===== config.mk =====
export PLATFORM = sky130hd
export DESIGN_NAME = mtseq_top
export DESIGN_NICKNAME = d
export VERILOG_FILES = /design/src/rtl/mtseq_pkg.sv /design/src/rtl/mtseq_shift_if.sv /design/src/rtl/mtseq_shift_mem.sv /design/src/rtl/mtseq_top.sv
export SDC_FILE = /design/constraint.sdc
export NUM_CORES = 2
export LEC_CHECK = 0
export ABC_AREA = 0
export BUFFER_PORTS_ARGS = -buffer_cell sky130_fd_sc_hd__buf_2
export CORE_MARGIN = 1
export CORE_UTILIZATION = 51
export CTS_BUF_LIST = sky130_fd_sc_hd__clkbuf_8
export DETAILED_ROUTE_END_ITERATION = 12
export HOLD_SLACK_MARGIN = 0.12
export PLACE_DENSITY = 0.68
export SYNTH_ARGS = -nofsm -noshare
export SYNTH_HDL_FRONTEND = slang
export SYNTH_SLANG_ARGS = --single-unit

===== constraint.sdc =====
create_clock -name clk -period 8.9 [get_ports clk]
set_input_delay 0.445 -clock clk [delete_from_list [all_inputs] [get_ports clk]]
set_output_delay 0.445 -clock clk [all_outputs]
set_load 0.005 [all_outputs]

===== src/rtl/mtseq_pkg.sv =====
package mtseq_pkg;

  // ----------------------------------------------------------------
  // Timing
  // ----------------------------------------------------------------
  localparam int CLK_HZ = 100_000_000;
  localparam int CYC_PER_MS = CLK_HZ / 1000;
  // Figures in milliseconds, as printed
  localparam int FIRST_DELAY_MAX_MS = 100;
  localparam int PROBE_DELAY_MIN_MS = 1;
  localparam int PROBE_DELAY_MAX_MS = 100;
  localparam int RETRY_MIN_MS = 1;
  localparam int RETRY_MAX_MS = 50;
  localparam int DONE_PULSE_MIN_MS = 1;
  localparam int DONE_PULSE_MAX_MS = 100;
  // Milliseconds field width for programmable times
  localparam int MS_W = 7;

  // ----------------------------------------------------------------
  // Judgment shift
  // ----------------------------------------------------------------
  localparam int SHIFT_MAX = 99;
  localparam int SHIFT_W = 7;
  localparam int SHIFT_DEPTH = 128;

  // ----------------------------------------------------------------
  // Settings compare
  // ----------------------------------------------------------------
  localparam logic [13:0] TOL_MAX = 14'h270F;  // 9.999 relative_output in 0.001 steps
  localparam logic [1:0] ORDER_FIRST = 2'h1;
  localparam logic [1:0] ORDER_SECOND = 2'h2;
  localparam logic [1:0] ORDER_RST = 2'h1;

  // ----------------------------------------------------------------
  // Identity
  // ----------------------------------------------------------------
  localparam logic [35:0] SERIAL_DEFAULT = 36'h000000001;  // Arbitrary value

  // ----------------------------------------------------------------
  // Sequencer states
  // ----------------------------------------------------------------
  typedef enum logic [2:0] {
    ST_IDLE = 3'h0,
    ST_WAIT = 3'h1,
    ST_DELAY = 3'h2,
    ST_MEAS = 3'h3,
    ST_RETRY = 3'h4
  } mtseq_state_t;

  // Judgment codes
  typedef enum logic [1:0] {
    JUD_PASS = 2'h0,
    JUD_HIGH = 2'h1,
    JUD_LOW = 2'h2,
    JUD_ERR = 2'h3
  } mtseq_jud_t;

endpackage


===== src/rtl/mtseq_shift_if.sv =====
`timescale 1ns/100ps
`default_nettype none
// Link between sequencer and judgment delay memory
interface mtseq_shift_if;
  logic wrEn;
  logic [6:0] wrAddr;
  logic [3:0] wrData;
  logic [6:0] rdAddr;
  logic [3:0] rdData;
  logic clear;
  modport ctrl (output wrEn, output wrAddr, output wrData, output rdAddr, output clear,
    input rdData);
  modport mem (input wrEn, input wrAddr, input wrData, input rdAddr, input clear,
    output rdData);
endinterface
`default_nettype wire


===== src/rtl/mtseq_shift_mem.sv =====
`timescale 1ns/100ps
`default_nettype none
module mtseq_shift_mem #(
  parameter int DEPTH = 128,
  parameter int WIDTH = 4
) (
  // Clock
  input wire logic clk,
  // Port
  mtseq_shift_if.mem port
);

  logic [WIDTH-1:0] mem [DEPTH];
  logic [DEPTH-1:0] validFf;
  logic [WIDTH-1:0] rdFf;

  // Elaboration check: the link carries 7-bit addresses and 4-bit words
  if (DEPTH != 128 || WIDTH != 4)
  begin : g_size_check
    $error("mtseq_shift_mem supports DEPTH 128 and WIDTH 4 only");
  end

  // Storage with per-slot valid, clear empties all slots
  always_ff @(posedge clk)
  begin
    if (port.wrEn)
    begin
      mem[port.wrAddr] <= port.wrData;
    end
    if (port.clear)
    begin
      validFf <= '0;
    end
    else if (port.wrEn)
    begin
      validFf[port.wrAddr] <= 1'b1;
    end
    rdFf <= validFf[port.rdAddr] ? mem[port.rdAddr] : '0;
  end

  assign port.rdData = rdFf;

endmodule
`default_nettype wire


===== src/rtl/mtseq_top.sv =====
`timescale 1ns/100ps
`default_nettype none
module mtseq_top #(
  parameter logic [35:0] SERIAL = mtseq_pkg::SERIAL_DEFAULT,
  parameter int CYC_MS = mtseq_pkg::CYC_PER_MS
) (
  // Clock and reset
  input wire logic clk,
  input wire logic rst_n,
  // Commands, one-cycle pulses
  input wire logic cmdInitiate,
  input wire logic cmdLocal,
  input wire logic cmdRemote,
  input wire logic cmdShiftClear,
  input wire logic cmdSysReset,
  input wire logic cmdSetCont,
  input wire logic cmdSetSource,
  input wire logic cmdSetShift,
  input wire logic cmdSetTimes,
  input wire logic cmdSetOpts,
  // Command data
  input wire logic setContinuous,
  input wire logic setExtSource,
  input wire logic [6:0] setPassShift,
  input wire logic [6:0] setHighLowShift,
  input wire logic [6:0] setErrShift,
  input wire logic [6:0] setFirstDelayMs,
  input wire logic [6:0] setProbeDelayMs,
  input wire logic [6:0] setRetryMs,
  input wire logic [6:0] setDonePulseMs,
  input wire logic setShiftEn,
  input wire logic setProbeCheckEn,
  input wire logic setRetryEn,
  input wire logic setAutoSend,
  input wire logic setBinary,
  input wire logic setRelative,
  input wire logic setFallEdge,
  input wire logic setDonePulse,
  input wire logic setCompareEn,
  input wire logic [1:0] setCompareOrder,
  input wire logic [13:0] setTolerance,
  input wire logic parallelBus,
  // External trigger pin, edge chosen by setFallEdge (falling after reset)
  input wire logic extTriggerIn,
  // Measurement engine
  output logic measStart,
  input wire logic measDone,
  input wire logic measFail,
  input wire logic [1:0] measJudgment,
  // Status and outputs
  output logic execError,
  output logic remoteOn,
  output logic keysEnabled,
  output logic continuousRun,
  output logic autoMemoryOff,
  output logic measureDoneOut,
  output logic probeShortCheck,
  output logic valueSend,
  output logic sendTerminator,
  output logic relativeOutput,
  output logic saveSettings,
  output logic [3:0] judgmentOut,
  output logic [35:0] serialNumber,
  output logic compareEn,
  output logic [1:0] compareOrder,
  output logic [13:0] compareTolerance,
  output logic [2:0] seqState
);

  // Elaboration check: a millisecond is at least one cycle, 100 ms fits the timers
  if (CYC_MS < 1 || CYC_MS > 167772)
  begin : g_cyc_check
    $error("CYC_MS out of range");
  end

  // ----------------------------------------------------------------
  // Reset release synchroniser
  // ----------------------------------------------------------------
  logic [1:0] rstSync;
  logic rstN;
  always_ff @(posedge clk or negedge rst_n)
  begin
    if (!rst_n)
    begin
      rstSync <= 2'h0;
    end
    else
    begin
      rstSync <= {rstSync[0], 1'b1};
    end
  end
  assign rstN = rstSync[1];

  // Clip a count to its minimum and maximum
  function automatic logic [6:0] clip(input logic [6:0] v, input logic [6:0] lo,
    input logic [6:0] hi);
    clip = (v < lo) ? lo : ((v > hi) ? hi : v);
  endfunction

  // ----------------------------------------------------------------
  // State record
  // ----------------------------------------------------------------
  typedef struct packed {
    logic [2:0] pinSync;
    logic pinStable;
    mtseq_pkg::mtseq_state_t state;
    logic [23:0] timer;
    logic [23:0] doneTimer;
    logic [23:0] probeTimer;
    logic probeArm;
    logic probeFire;
    logic start;
    logic err;
    logic remote;
    logic cont;
    logic extSrc;
    logic autoMemOff;
    logic [6:0] passShift;
    logic [6:0] hlShift;
    logic [6:0] errShift;
    logic [6:0] firstMs;
    logic [6:0] probeMs;
    logic [6:0] retryMs;
    logic [6:0] pulseMs;
    logic shiftEn;
    logic probeEn;
    logic retryEn;
    logic autoSend;
    logic binary;
    logic relative;
    logic fallEdge;
    logic donePulse;
    logic cmpEn;
    logic [1:0] cmpOrder;
    logic [13:0] tol;
    logic doneOut;
    logic send;
    logic pinTrig;
    logic save;
    logic [6:0] wrPtr;
    logic [3:0] judge;
    logic judgeLoad;
    logic [1:0] judgeKind;
    logic judgeNow;
  } mtseq_regs_t;

  mtseq_regs_t cur_ff;
  mtseq_regs_t nxt_cur;

  mtseq_shift_if shiftBus ();

  mtseq_shift_mem #(
    .DEPTH(mtseq_pkg::SHIFT_DEPTH),
    .WIDTH(4)
  ) u_mem (
    .clk(clk),
    .port(shiftBus)
  );

  logic trigEdge;
  logic [23:0] msCycles;
  logic [6:0] kindShift;
  logic [3:0] judgeCode;
  logic resultWr;

  // Trigger edge from the agreeing pair of synchroniser stages
  assign trigEdge = (cur_ff.pinSync[1] == cur_ff.pinSync[2])
    && (cur_ff.pinSync[2] != cur_ff.pinStable)
    && (cur_ff.pinSync[2] == ~cur_ff.fallEdge);
  assign msCycles = 24'(CYC_MS);
  assign judgeCode = 4'h1 << measJudgment;
  assign kindShift = (measJudgment == mtseq_pkg::JUD_PASS) ? cur_ff.passShift :
    (measJudgment == mtseq_pkg::JUD_ERR) ? cur_ff.errShift : cur_ff.hlShift;

  // Judgment lands ahead by its shift; other cycles empty the slot just consumed
  assign resultWr = measDone && !measFail && cur_ff.state == mtseq_pkg::ST_MEAS
    && cur_ff.shiftEn && kindShift != 7'h00;
  assign shiftBus.wrEn = 1'b1;
  assign shiftBus.wrAddr = resultWr ? 7'(cur_ff.wrPtr + kindShift)
    : 7'(cur_ff.wrPtr - 7'h1);
  assign shiftBus.wrData = resultWr ? judgeCode : 4'h0;
  assign shiftBus.rdAddr = cur_ff.wrPtr;
  // Slots also emptied while held in reset, so nothing stale is shown
  assign shiftBus.clear = cmdShiftClear || cmdSysReset || !rstN;

  // ----------------------------------------------------------------
  // Next-state logic
  // ----------------------------------------------------------------
  always_comb
  begin
    nxt_cur = cur_ff;
    nxt_cur.pinSync = {cur_ff.pinSync[1:0], extTriggerIn};
    if (cur_ff.pinSync[1] == cur_ff.pinSync[2])
    begin
      nxt_cur.pinStable = cur_ff.pinSync[2];
    end
    nxt_cur.start = 1'b0;
    nxt_cur.err = 1'b0;
    nxt_cur.send = 1'b0;
    nxt_cur.save = 1'b0;
    nxt_cur.probeFire = 1'b0;
    nxt_cur.judgeLoad = 1'b0;
    nxt_cur.pinTrig = 1'b0;

    // Remote / local
    if (cmdRemote)
    begin
      nxt_cur.remote = 1'b1;
    end
    if (cmdLocal)
    begin
      nxt_cur.remote = 1'b0;
      nxt_cur.cont = 1'b1;
    end

    // Settings
    if (cmdSetCont && cur_ff.remote && !cmdLocal)
    begin
      nxt_cur.cont = setContinuous;
    end
    if (cmdSetSource)
    begin
      nxt_cur.extSrc = setExtSource;
      if (setExtSource)
      begin
        nxt_cur.autoMemOff = 1'b1;
      end
    end
    if (cmdSetShift)
    begin
      nxt_cur.passShift = clip(setPassShift, 7'h00, 7'(mtseq_pkg::SHIFT_MAX));
      nxt_cur.hlShift = clip(setHighLowShift, 7'h00, 7'(mtseq_pkg::SHIFT_MAX));
      nxt_cur.errShift = clip(setErrShift, 7'h00, 7'(mtseq_pkg::SHIFT_MAX));
    end
    if (cmdSetTimes)
    begin
      nxt_cur.firstMs = clip(setFirstDelayMs, 7'h00,
        7'(mtseq_pkg::FIRST_DELAY_MAX_MS));
      nxt_cur.probeMs = clip(setProbeDelayMs, 7'(mtseq_pkg::PROBE_DELAY_MIN_MS),
        7'(mtseq_pkg::PROBE_DELAY_MAX_MS));
      nxt_cur.retryMs = clip(setRetryMs, 7'(mtseq_pkg::RETRY_MIN_MS),
        7'(mtseq_pkg::RETRY_MAX_MS));
      nxt_cur.pulseMs = clip(setDonePulseMs, 7'(mtseq_pkg::DONE_PULSE_MIN_MS),
        7'(mtseq_pkg::DONE_PULSE_MAX_MS));
    end
    if (cmdSetOpts)
    begin
      nxt_cur.shiftEn = setShiftEn;
      nxt_cur.probeEn = setProbeCheckEn;
      nxt_cur.retryEn = setRetryEn;
      nxt_cur.autoSend = setAutoSend && !parallelBus;
      nxt_cur.binary = setBinary;
      nxt_cur.relative = setRelative;
      nxt_cur.fallEdge = setFallEdge;
      nxt_cur.donePulse = setDonePulse;
      nxt_cur.cmpEn = setCompareEn;
      if (setCompareOrder == mtseq_pkg::ORDER_FIRST || setCompareOrder == mtseq_pkg::ORDER_SECOND)
      begin
        nxt_cur.cmpOrder = setCompareOrder;
      end
      nxt_cur.tol = (setTolerance > mtseq_pkg::TOL_MAX) ? mtseq_pkg::TOL_MAX : setTolerance;
    end
    if (cmdShiftClear)
    begin
      nxt_cur.judge = 4'h0;
    end

    // Sequencer
    case (cur_ff.state)
      mtseq_pkg::ST_IDLE:
      begin
        if (cmdInitiate && !cur_ff.cont)
        begin
          nxt_cur.state = mtseq_pkg::ST_WAIT;
        end
        else if (cur_ff.cont)
        begin
          nxt_cur.state = mtseq_pkg::ST_WAIT;
        end
      end
      mtseq_pkg::ST_WAIT:
      begin
        if (!cur_ff.extSrc || trigEdge)
        begin
          nxt_cur.state = mtseq_pkg::ST_DELAY;
          nxt_cur.timer = 24'(cur_ff.firstMs * msCycles);
          nxt_cur.pinTrig = trigEdge;
        end
      end
      mtseq_pkg::ST_DELAY, mtseq_pkg::ST_RETRY:
      begin
        if (cur_ff.timer == 24'h0)
        begin
          nxt_cur.state = mtseq_pkg::ST_MEAS;
          nxt_cur.start = 1'b1;
          nxt_cur.doneOut = 1'b0;
        end
        else
        begin
          nxt_cur.timer = cur_ff.timer - 24'h1;
        end
      end
      mtseq_pkg::ST_MEAS:
      begin
        // Triggers are not looked at here and are dropped
        if (measDone)
        begin
          if (measFail && cur_ff.retryEn)
          begin
            nxt_cur.state = mtseq_pkg::ST_RETRY;
            nxt_cur.timer = 24'(cur_ff.retryMs * msCycles - 24'h1);
          end
          else
          begin
            nxt_cur.state = cur_ff.cont ? mtseq_pkg::ST_WAIT : mtseq_pkg::ST_IDLE;
            nxt_cur.doneOut = 1'b1;
            nxt_cur.doneTimer = 24'(cur_ff.pulseMs * msCycles - 24'h1);
            nxt_cur.send = cur_ff.autoSend && cur_ff.extSrc && !parallelBus;
            nxt_cur.wrPtr = 7'(cur_ff.wrPtr + 7'h1);
            nxt_cur.judgeLoad = 1'b1;
            nxt_cur.judgeKind = measJudgment;
            nxt_cur.judgeNow = (kindShift == 7'h00);
            if (cur_ff.probeEn)
            begin
              nxt_cur.probeArm = 1'b1;
              nxt_cur.probeTimer = 24'(cur_ff.probeMs * msCycles - 24'h1);
            end
          end
        end
      end
      default:
      begin
        nxt_cur.state = mtseq_pkg::ST_IDLE;
      end
    endcase

    // Under internal source a pin edge sends the latest value
    if (trigEdge && !cur_ff.extSrc && cur_ff.autoSend && !parallelBus)
    begin
      nxt_cur.send = 1'b1;
    end

    if (cmdInitiate && cur_ff.cont)
    begin
      nxt_cur.err = 1'b1;
    end

    // Judgment output update, one cycle after completion
    if (cur_ff.judgeLoad && !cmdShiftClear)
    begin
      nxt_cur.judge = (4'h1 << cur_ff.judgeKind);
      if (cur_ff.shiftEn)
      begin
        // Zero shift bypasses the memory and joins what is due now
        nxt_cur.judge = shiftBus.rdData | (cur_ff.judgeNow ? (4'h1 << cur_ff.judgeKind) : 4'h0);
      end
    end

    // Done pulse width
    if (cur_ff.doneOut && cur_ff.donePulse && !(cur_ff.state == mtseq_pkg::ST_MEAS && measDone))
    begin
      if (cur_ff.doneTimer == 24'h0)
      begin
        nxt_cur.doneOut = 1'b0;
      end
      else
      begin
        nxt_cur.doneTimer = cur_ff.doneTimer - 24'h1;
      end
    end

    // Probe short check timer
    if (cur_ff.probeArm && !(cur_ff.state == mtseq_pkg::ST_MEAS && measDone))
    begin
      if (cur_ff.probeTimer == 24'h0)
      begin
        nxt_cur.probeArm = 1'b0;
        nxt_cur.probeFire = 1'b1;
      end
      else
      begin
        nxt_cur.probeTimer = cur_ff.probeTimer - 24'h1;
      end
    end

    // System reset: defaults except communication and autoMemOff, save pulsed in the same cycle
    if (cmdSysReset)
    begin
      nxt_cur.state = mtseq_pkg::ST_IDLE;
      nxt_cur.cont = 1'b1;
      nxt_cur.extSrc = 1'b0;
      nxt_cur.passShift = 7'h00;
      nxt_cur.hlShift = 7'h00;
      nxt_cur.errShift = 7'h00;
      nxt_cur.firstMs = 7'h00;
      nxt_cur.probeMs = 7'h01;
      nxt_cur.retryMs = 7'h01;
      nxt_cur.pulseMs = 7'h01;
      nxt_cur.shiftEn = 1'b0;
      nxt_cur.probeEn = 1'b0;
      nxt_cur.retryEn = 1'b0;
      nxt_cur.relative = 1'b0;
      nxt_cur.fallEdge = 1'b1;
      nxt_cur.donePulse = 1'b0;
      nxt_cur.cmpEn = 1'b0;
      nxt_cur.cmpOrder = mtseq_pkg::ORDER_RST;
      nxt_cur.tol = 14'h0000;
      nxt_cur.judge = 4'h0;
      nxt_cur.probeArm = 1'b0;
      nxt_cur.save = 1'b1;
    end
  end

  // ----------------------------------------------------------------
  // State register
  // ----------------------------------------------------------------
  always_ff @(posedge clk or negedge rstN)
  begin
    if (!rstN)
    begin
      cur_ff <= '0;
      cur_ff.pinSync <= 3'h7;
      cur_ff.pinStable <= 1'b1;
      cur_ff.cont <= 1'b1;
      cur_ff.fallEdge <= 1'b1;
      cur_ff.probeMs <= 7'h01;
      cur_ff.retryMs <= 7'h01;
      cur_ff.pulseMs <= 7'h01;
      cur_ff.cmpOrder <= mtseq_pkg::ORDER_RST;
    end
    else
    begin
      cur_ff <= nxt_cur;
    end
  end

  // Outputs
  assign measStart = cur_ff.start;
  assign execError = cur_ff.err;
  assign remoteOn = cur_ff.remote;
  assign keysEnabled = !cur_ff.remote;
  assign continuousRun = cur_ff.cont;
  assign autoMemoryOff = cur_ff.autoMemOff;
  assign measureDoneOut = cur_ff.doneOut;
  assign probeShortCheck = cur_ff.probeFire;
  assign valueSend = cur_ff.send;
  assign sendTerminator = cur_ff.send && !cur_ff.binary;
  assign relativeOutput = cur_ff.relative;
  assign saveSettings = cur_ff.save;
  assign judgmentOut = cur_ff.judge;
  assign serialNumber = SERIAL;
  assign compareEn = cur_ff.cmpEn;
  assign compareOrder = cur_ff.cmpOrder;
  assign compareTolerance = cur_ff.tol;
  assign seqState = cur_ff.state;

endmodule
`default_nettype wire


Word-level counts from Yosys, hierarchy flattened
Memory sizes are Yosys's and may differ from the RTL's. A register that Yosys moved wholly into a read port is not among the register bits.
Index checks and enable logic that the tools add are counted.
{"block": "op_classes", "n_mul": 4, "bitwise": 4, "n_lt_le_gt_ge": 18, "muxes": 76, "n_reduce_logical": 61, "n_shift": 2, "eq_ne": 18, "n_addsub": 9}
{"operator": "$sub 24x1->24 const B", "count": 6}
{"operator": "$or 128x128->128", "count": 1}
{"operator": "$mux 24", "count": 5}
{"operator": "$mux 7", "count": 17}
{"operator": "$mux 49", "count": 2}
{"operator": "$mul 7x12->19 const B", "count": 4}
{"operator": "$mux 76", "count": 1}
{"operator": "$logic_not 24->1", "count": 3}
{"operator": "$pmux 24 s3", "count": 1}
{"operator": "$mux 52", "count": 1}
{"operator": "$mux 25", "count": 2}
{"operator": "$lt 7x1->1 const B", "count": 7}
{"operator": "$gt 7x7->1 const B", "count": 6}
{"operator": "$mux 4", "count": 9}
{"operator": "$mux 28", "count": 1}
{"operator": "$mux 27", "count": 1}
{"operator": "$mux 26", "count": 1}
{"operator": "$logic_and 1x1->1", "count": 24}
{"operator": "$mux 21", "count": 1}
{"operator": "$mux 20", "count": 1}
{"operator": "$lt 7x8->1 const B", "count": 2}
{"operator": "$mux 1", "count": 16}
{"operator": "$mux 3", "count": 5}
{"operator": "$gt 14x14->1 const B", "count": 1}
{"operator": "37 further kinds", "count": 74}
{"block": "word_totals", "inputBits": 94, "n_memories": 1, "ff_bits": 309, "ramBits": 512, "word_cells": 235, "out_inout_bits": 72}
{"name": "u_mem.mem", "words": 128, "word_bits": 4, "rd": 1, "rd_ports_with_merged_regs": 1, "wr": 1, "line_no": "mtseq_shift_mem.sv:13", "source": "logic [WIDTH-1:0] mem [DEPTH];"}

Logic depth before layout (Yosys ltp)
{"block": "depth", "depth_word": 11, "ltp_mapped": 21, "ltp_nobuf": 19}

By module
Synthesis repeated with hierarchy kept, for this count alone.
{"block": "unflattened", "hier_cells": 3316, "area_unflattened_um2": 41579.9}
{"module": "mtseq_shift_mem", "area_per_inst_um2": 25229.2, "cells_each": 1453, "seq_area_each_um2": 18017.3, "instances": 1}
{"module": "mtseq_top", "area_per_inst_um2": 16350.7, "cells_each": 1863, "seq_area_each_um2": 4541.9, "instances": 1}

Worst setup path before layout
OpenSTA, ideal clock, no wires.
{"block": "synth_path", "path_kind": "input port to flip-flop", "startpoint": "in measJudgment[0]", "endpoint": "mem u_mem.mem[0][0], data pin", "cell_stages": 8, "path_buffers": 3, "required_time_ns": 7.688, "arrival_ns": 6.972, "setup_slack_ns": 0.716, "setup_time_ns": 1.212, "cell_sequence": "buf_4 buf_6 mux2i_1 mux2i_1 nor3_1 a2111oi_2 clkbuf_1 nor3b_1"}
{"block": "synth_between", "elab_chain_len": 6, "elab_cells_between_ends": 8, "classes_between": "eq/ne: 1; shift: 1; mux: 3; reduce/logical: 3"}
{"item": "start, declared", "line_no": "mtseq_top.sv:49", "source": "input wire logic [1:0] measJudgment,"}
{"item": "$eq 2x2->1", "line_no": "mtseq_top.sv:173", "source": "(measJudgment == mtseq_pkg::JUD_ERR) ? cur_ff.errShift : cur_ff.hlShift;"}
{"item": "$mux 7", "line_no": "mtseq_top.sv:173"}
{"item": "$mux 7", "line_no": "mtseq_top.sv:172", "source": "assign kindShift = (measJudgment == mtseq_pkg::JUD_PASS) ? cur_ff.passShift :"}
{"item": "$reduce_bool 7->1", "line_no": "mtseq_top.sv:177", "source": "&& cur_ff.shiftEn && kindShift != 7'h00;"}
{"item": "$logic_and 1x1->1", "line_no": "mtseq_top.sv:177"}
{"item": "$mux 4 *", "line_no": "mtseq_top.sv:181", "source": "assign shiftBus.wrData = resultWr ? judgeCode : 4'h0;"}
{"item": "net shiftBus.wrData[0]", "line_no": "mtseq_shift_if.sv:7", "source": "logic [3:0] wrData;"}
{"item": "end, declared", "line_no": "mtseq_shift_mem.sv:13"}
Mark *: on every way through the listed nets, which the timed path passes. The rest lies on a longest branch.

Worst setup path in the final report
{"block": "layout_path", "startpoint": "reg cur_ff, in the netlist seqState[1]", "endpoint": "mem u_mem.mem[120][0] (enable)"}
{"block": "layout_between", "elab_chain_len": 5}
{"item": "start, declared", "line_no": "mtseq_top.sv:147", "source": "mtseq_regs_t cur_ff;"}
{"item": "start signal, assigned", "line_no": "mtseq_top.sv:433", "source": "cur_ff <= nxt_cur;"}
{"item": "$eq 3x2->1", "line_no": "mtseq_top.sv:176", "source": "assign resultWr = measDone && !measFail && cur_ff.state == mtseq_pkg::ST_MEAS"}
{"item": "$logic_and 1x1->1", "line_no": "mtseq_top.sv:176"}
{"item": "$logic_and 1x1->1 (2 in a row)", "line_no": "mtseq_top.sv:177"}
{"item": "$mux 7", "line_no": "mtseq_top.sv:179", "source": "assign shiftBus.wrAddr = resultWr ? 7'(cur_ff.wrPtr + kindShift)"}
Every way passes these cells.

==> flow_metrics.py <==
metrics = {
    "outcome": {
        "run_status": "completed",
    },
    "synth": {
        "synth_enable_flop_cells": 512,
        "synth_area_leader_cell": "edfxtp_1",
        "dominantRegCellSynth": "edfxtp_1",
        "per_instance_average_area_after_synthesis_um2": 13.25,
        "synth.area.top_cells": "edfxtp_1 (38%), mux4_2 (12%), dfrtp_1 (10%)",
        "postSynth.asyncResetShare_pct": 21.94,
        "post_synth_instance_area_mm2": 0.04087,
        "synth.yosys.seq_area_share_pct": 55.20,
        "synth_cells": 3085,
        "synth-seq-cells": 825,
        "synth.lib_cells_used.distinct": 84,
        "ys_warn_count": 0,
        "yosys.area.top_type_share_pct": 37.62,
        "synth.cells.most_frequent": "edfxtp_1 (512), nor2_1 (330), ha_1 (217)",
        "post-synth-top-count-cell": "edfxtp_1",
    },
    "timing": {
        "finalSetupTns_ps": 0,
        "final.hold.worst_slack_ps": 196.4,
        "clock-skew-final_ps": 57.65,
        "finalSetupViolations": 0,
        "finalMaxSlewViolations": 0,
        "grt_setup_unrepaired": "false",
        "finalWorstSetupSlack_ps": 3148,
        "worst_slew_margin_rel_pct": 22.46,
        "report.final.hold_viol_count": 0,
        "fin_crit_sh_pct": 64.63,
        "worstMarginPinSlew_ps": 1163,
        "max_freq_mhz": 173.9,
        "fin_crit_ps": 5752,
    },
    "clock_tree": {
        "cts_post_setup_buffers_inserted": 0,
        "clock_insertion_delay_worst_skew_ps": 810,
        "clkSlewWorstSetupHoldPaths_ps": 60,
        "ctsHoldBuffers": 115,
        "cts_root_buf": "clkbuf_8",
        "clock_sink_count": 825,
        "numCtsBuffers": 136,
        "clk_path_buf_depth": 3,
        "cts_tree": "yes",
        "cts-htree-levels": 4,
        "ctsResizeCount": 0,
    },
    "cells_and_area": {
        "postLayoutCellArea_mm2": 0.04610,
        "area_growth_pct": 12.79,
        "multiInputGateArea_mm2": 0.01707,
        "final_net_count": 3676,
        "register_area_mm2": 0.02257,
        "final_cells": 4500,
        "drive_above_1_share_pct": 18.01,
        "post-route-util_pct": 58.25,
        "final.fill_count": 6110,
    },
    "power": {
        "vdd_ir_drop_max_mv": 0.3370,
        "power.static_leakage_nw": 17.16,
        "power_per_cell_area_mw_per_mm2": 250.7,
        "p_total_mw": 11.56,
    },
    "setup_path": {
        "cp-start-kind": "flip-flop",
        "path_cells": "nor2b_1 > nand3_1 > a2111oi_2 > nand2b_1 > ha_1 > inv_1 > fa_1 > inv_1 > a21oi_1 > o21bai_1 > a21o_1 > a21oi_1 > xnor3_1 > nor2_2 > nand2_1 > nor2_1",
        "critical-path-top-delay-family": "simple AND/OR/NAND/NOR gates",
        "worst-endpoint-required_ps": 9340,
        "critPathMaxFanout": 15,
        "slowest_stage": "a2111oi_2",
        "crit_buf_inv": 2,
        "timing.critical_path.to_type": "flip-flop",
        "critPathMaxStageDelay_ps": 1040,
        "crit_type": "flip-flop to flip-flop",
        "crit_arrival_ps": 6190,
    },
    "grt": {
        "grt_first_pass_wirelength_um": 157900,
        "grt_pass1_vias": 27430,
        "globalRouteOverflowTotal": 0,
        "antenna_found_initial": 1,
        "global_route.usage.total_pct": 25.15,
        "grt_start_max_net_pins": 125,
    },
    "floorplan": {
        "coreArea_mm2": 0.07913,
        "die_area_mm2": 0.08127,
        "initial_core_utilization_pct": 51.65,
        "fp.dieW_um": 285.1,
        "die_height_um": 285.1,
        "pin_count": 166,
        "number_of_placement_rows": 103,
    },
    "detailed_routing": {
        "drt_first_iter_violations": 2459,
        "routed_wl_um": 101500,
        "drt_drc_violations_left": 0,
        "vias": 26920,
        "route.detailed.vias_per_inst": 5.983,
        "final_ant_viol_nets": 0,
        "first_pass_iters": 6,
        "detail_route.wl_per_cell_um": 22.55,
    },
    "place": {
        "dp_cells": 4134,
        "dpl-instance-area_mm2": 0.04225,
        "post_dp_hpwl_um": 65180,
        "numPortBuffers": 129,
        "gp_congestion": 0.8926,
        "place_ws_ps": 3108,
    },
    "flow_run": {
        "max_cap_violations": 0,
    },
    "worst_hold_path": {
        "worstHoldPathType": "input port to flip-flop",
    },
}
[tightest hold or removal path, delay by kind of cell]
kind | cells | cell delay (ps)
and+or+nand+nor | 2 | 210
buffers and inverters | 1 | 280
[report_power, final]
group,internal [mW],switching [mW]
clock network,1.69,1.57
logic,1.41,2.07
registers,4.46,0.361
total,7.56,4.00
[per-layer routing]
layer / global-route usage [%] / part of all wire [%]
met2: 41.63 / 49
met5: 0 / 0
met4: 8.783 / 2.5
met3: 3.664 / 6.6
met1: 34.03 / 42
[worst paths after layout]
kind	slack, ps	from	end	cells past startpoint
min in group asynchronous	380	rstSync[1]$_DFF_PN0_	cur_ff[56]$_DFFE_PN0P_	0
max	3150	seqState[1]$_DFFE_PN0P_	u_mem.mem[120][0]$_DFFE_PP_	16
min	200	cmdSetOpts	compareTolerance[3]$_DFFE_PN0P_	3
max in group asynchronous	7040	rstSync[1]$_DFF_PN0_	cur_ff[119]$_DFF_PN0_	1
min reg2reg	350	cur_ff[177]$_DFF_PN1_	cur_ff[178]$_DFF_PN1_	0
max reg2reg	3150	seqState[1]$_DFFE_PN0P_	u_mem.mem[120][0]$_DFFE_PP_	16
[cell usage in the layout (no fill, tap or decap), drive strengths merged, types with 11 or more instances in the layout]
cell | Yosys | final
o22ai | 17 | 17
fa | 28 | 28
mux4 | 210 | 210
nor3 | 89 | 89
and3 | 12 | 12
ha | 217 | 217
xnor2 | 67 | 67
or3 | 20 | 20
nand2b | 29 | 29
mux2i | 47 | 47
a221oi | 12 | 12
nor2b | 15 | 15
inv | 121 | 171
or4 | 11 | 11
o211ai | 12 | 12
dlygate4sd3 | 0 | 115
dfxtp | 132 | 132
xor2 | 49 | 49
clkinv | 1 | 41
nor4 | 12 | 12
a21o | 22 | 22
nor2 | 334 | 334
nand3 | 49 | 49
dfrtp | 171 | 171
conb | 2 | 37
nand2 | 135 | 135
nand4 | 13 | 13
buf | 101 | 153
o21ai | 90 | 90
a21oi | 127 | 127
clkbuf | 88 | 152
o21a | 137 | 137
edfxtp | 512 | 512
a31oi | 21 | 21
a211oi | 19 | 19
[kinds of logic (layout without fill, tap and decap cells)]
family | Yosys count | in the layout | synth area share [%]
DFF | 825 | 825 | 55.20
adders and majority gates | 246 | 246 | 8.039
other | 2 | 38 | 0.01838
buffers and inverters | 311 | 640 | 3.469
AOI/OAI and AO/OA | 558 | 558 | 9.209
muxes | 265 | 265 | 12.94
and+or+nand+nor | 760 | 760 | 8.526
xor gates and xnor gates | 118 | 118 | 2.596
[cell type report]
cell class                      instances  share of cell area (%)
Sequential cell                       825                   48.97
Multi-Input combinational cell       1984                   37.03
Clock buffer                          152                   4.538
Timing Repair Buffer                  268                   4.316
Tap cell                             1050                   2.850
Clock inverter                         98                   1.295
Inverter                              122                  0.9935
Antenna cell                            1                0.005429
[registers in the layout, summed over array words and instances (netlist names), 3 cells and up]
signal / cells
u_mem.mem: 512
cur_ff: 138
u_mem.validFf: 128
compareTolerance: 14
shiftBus.rdAddr: 7
judgmentOut: 4
u_mem.port.rdData: 4
seqState: 3
Note: power is estimated with default switching activity, not from simulation.
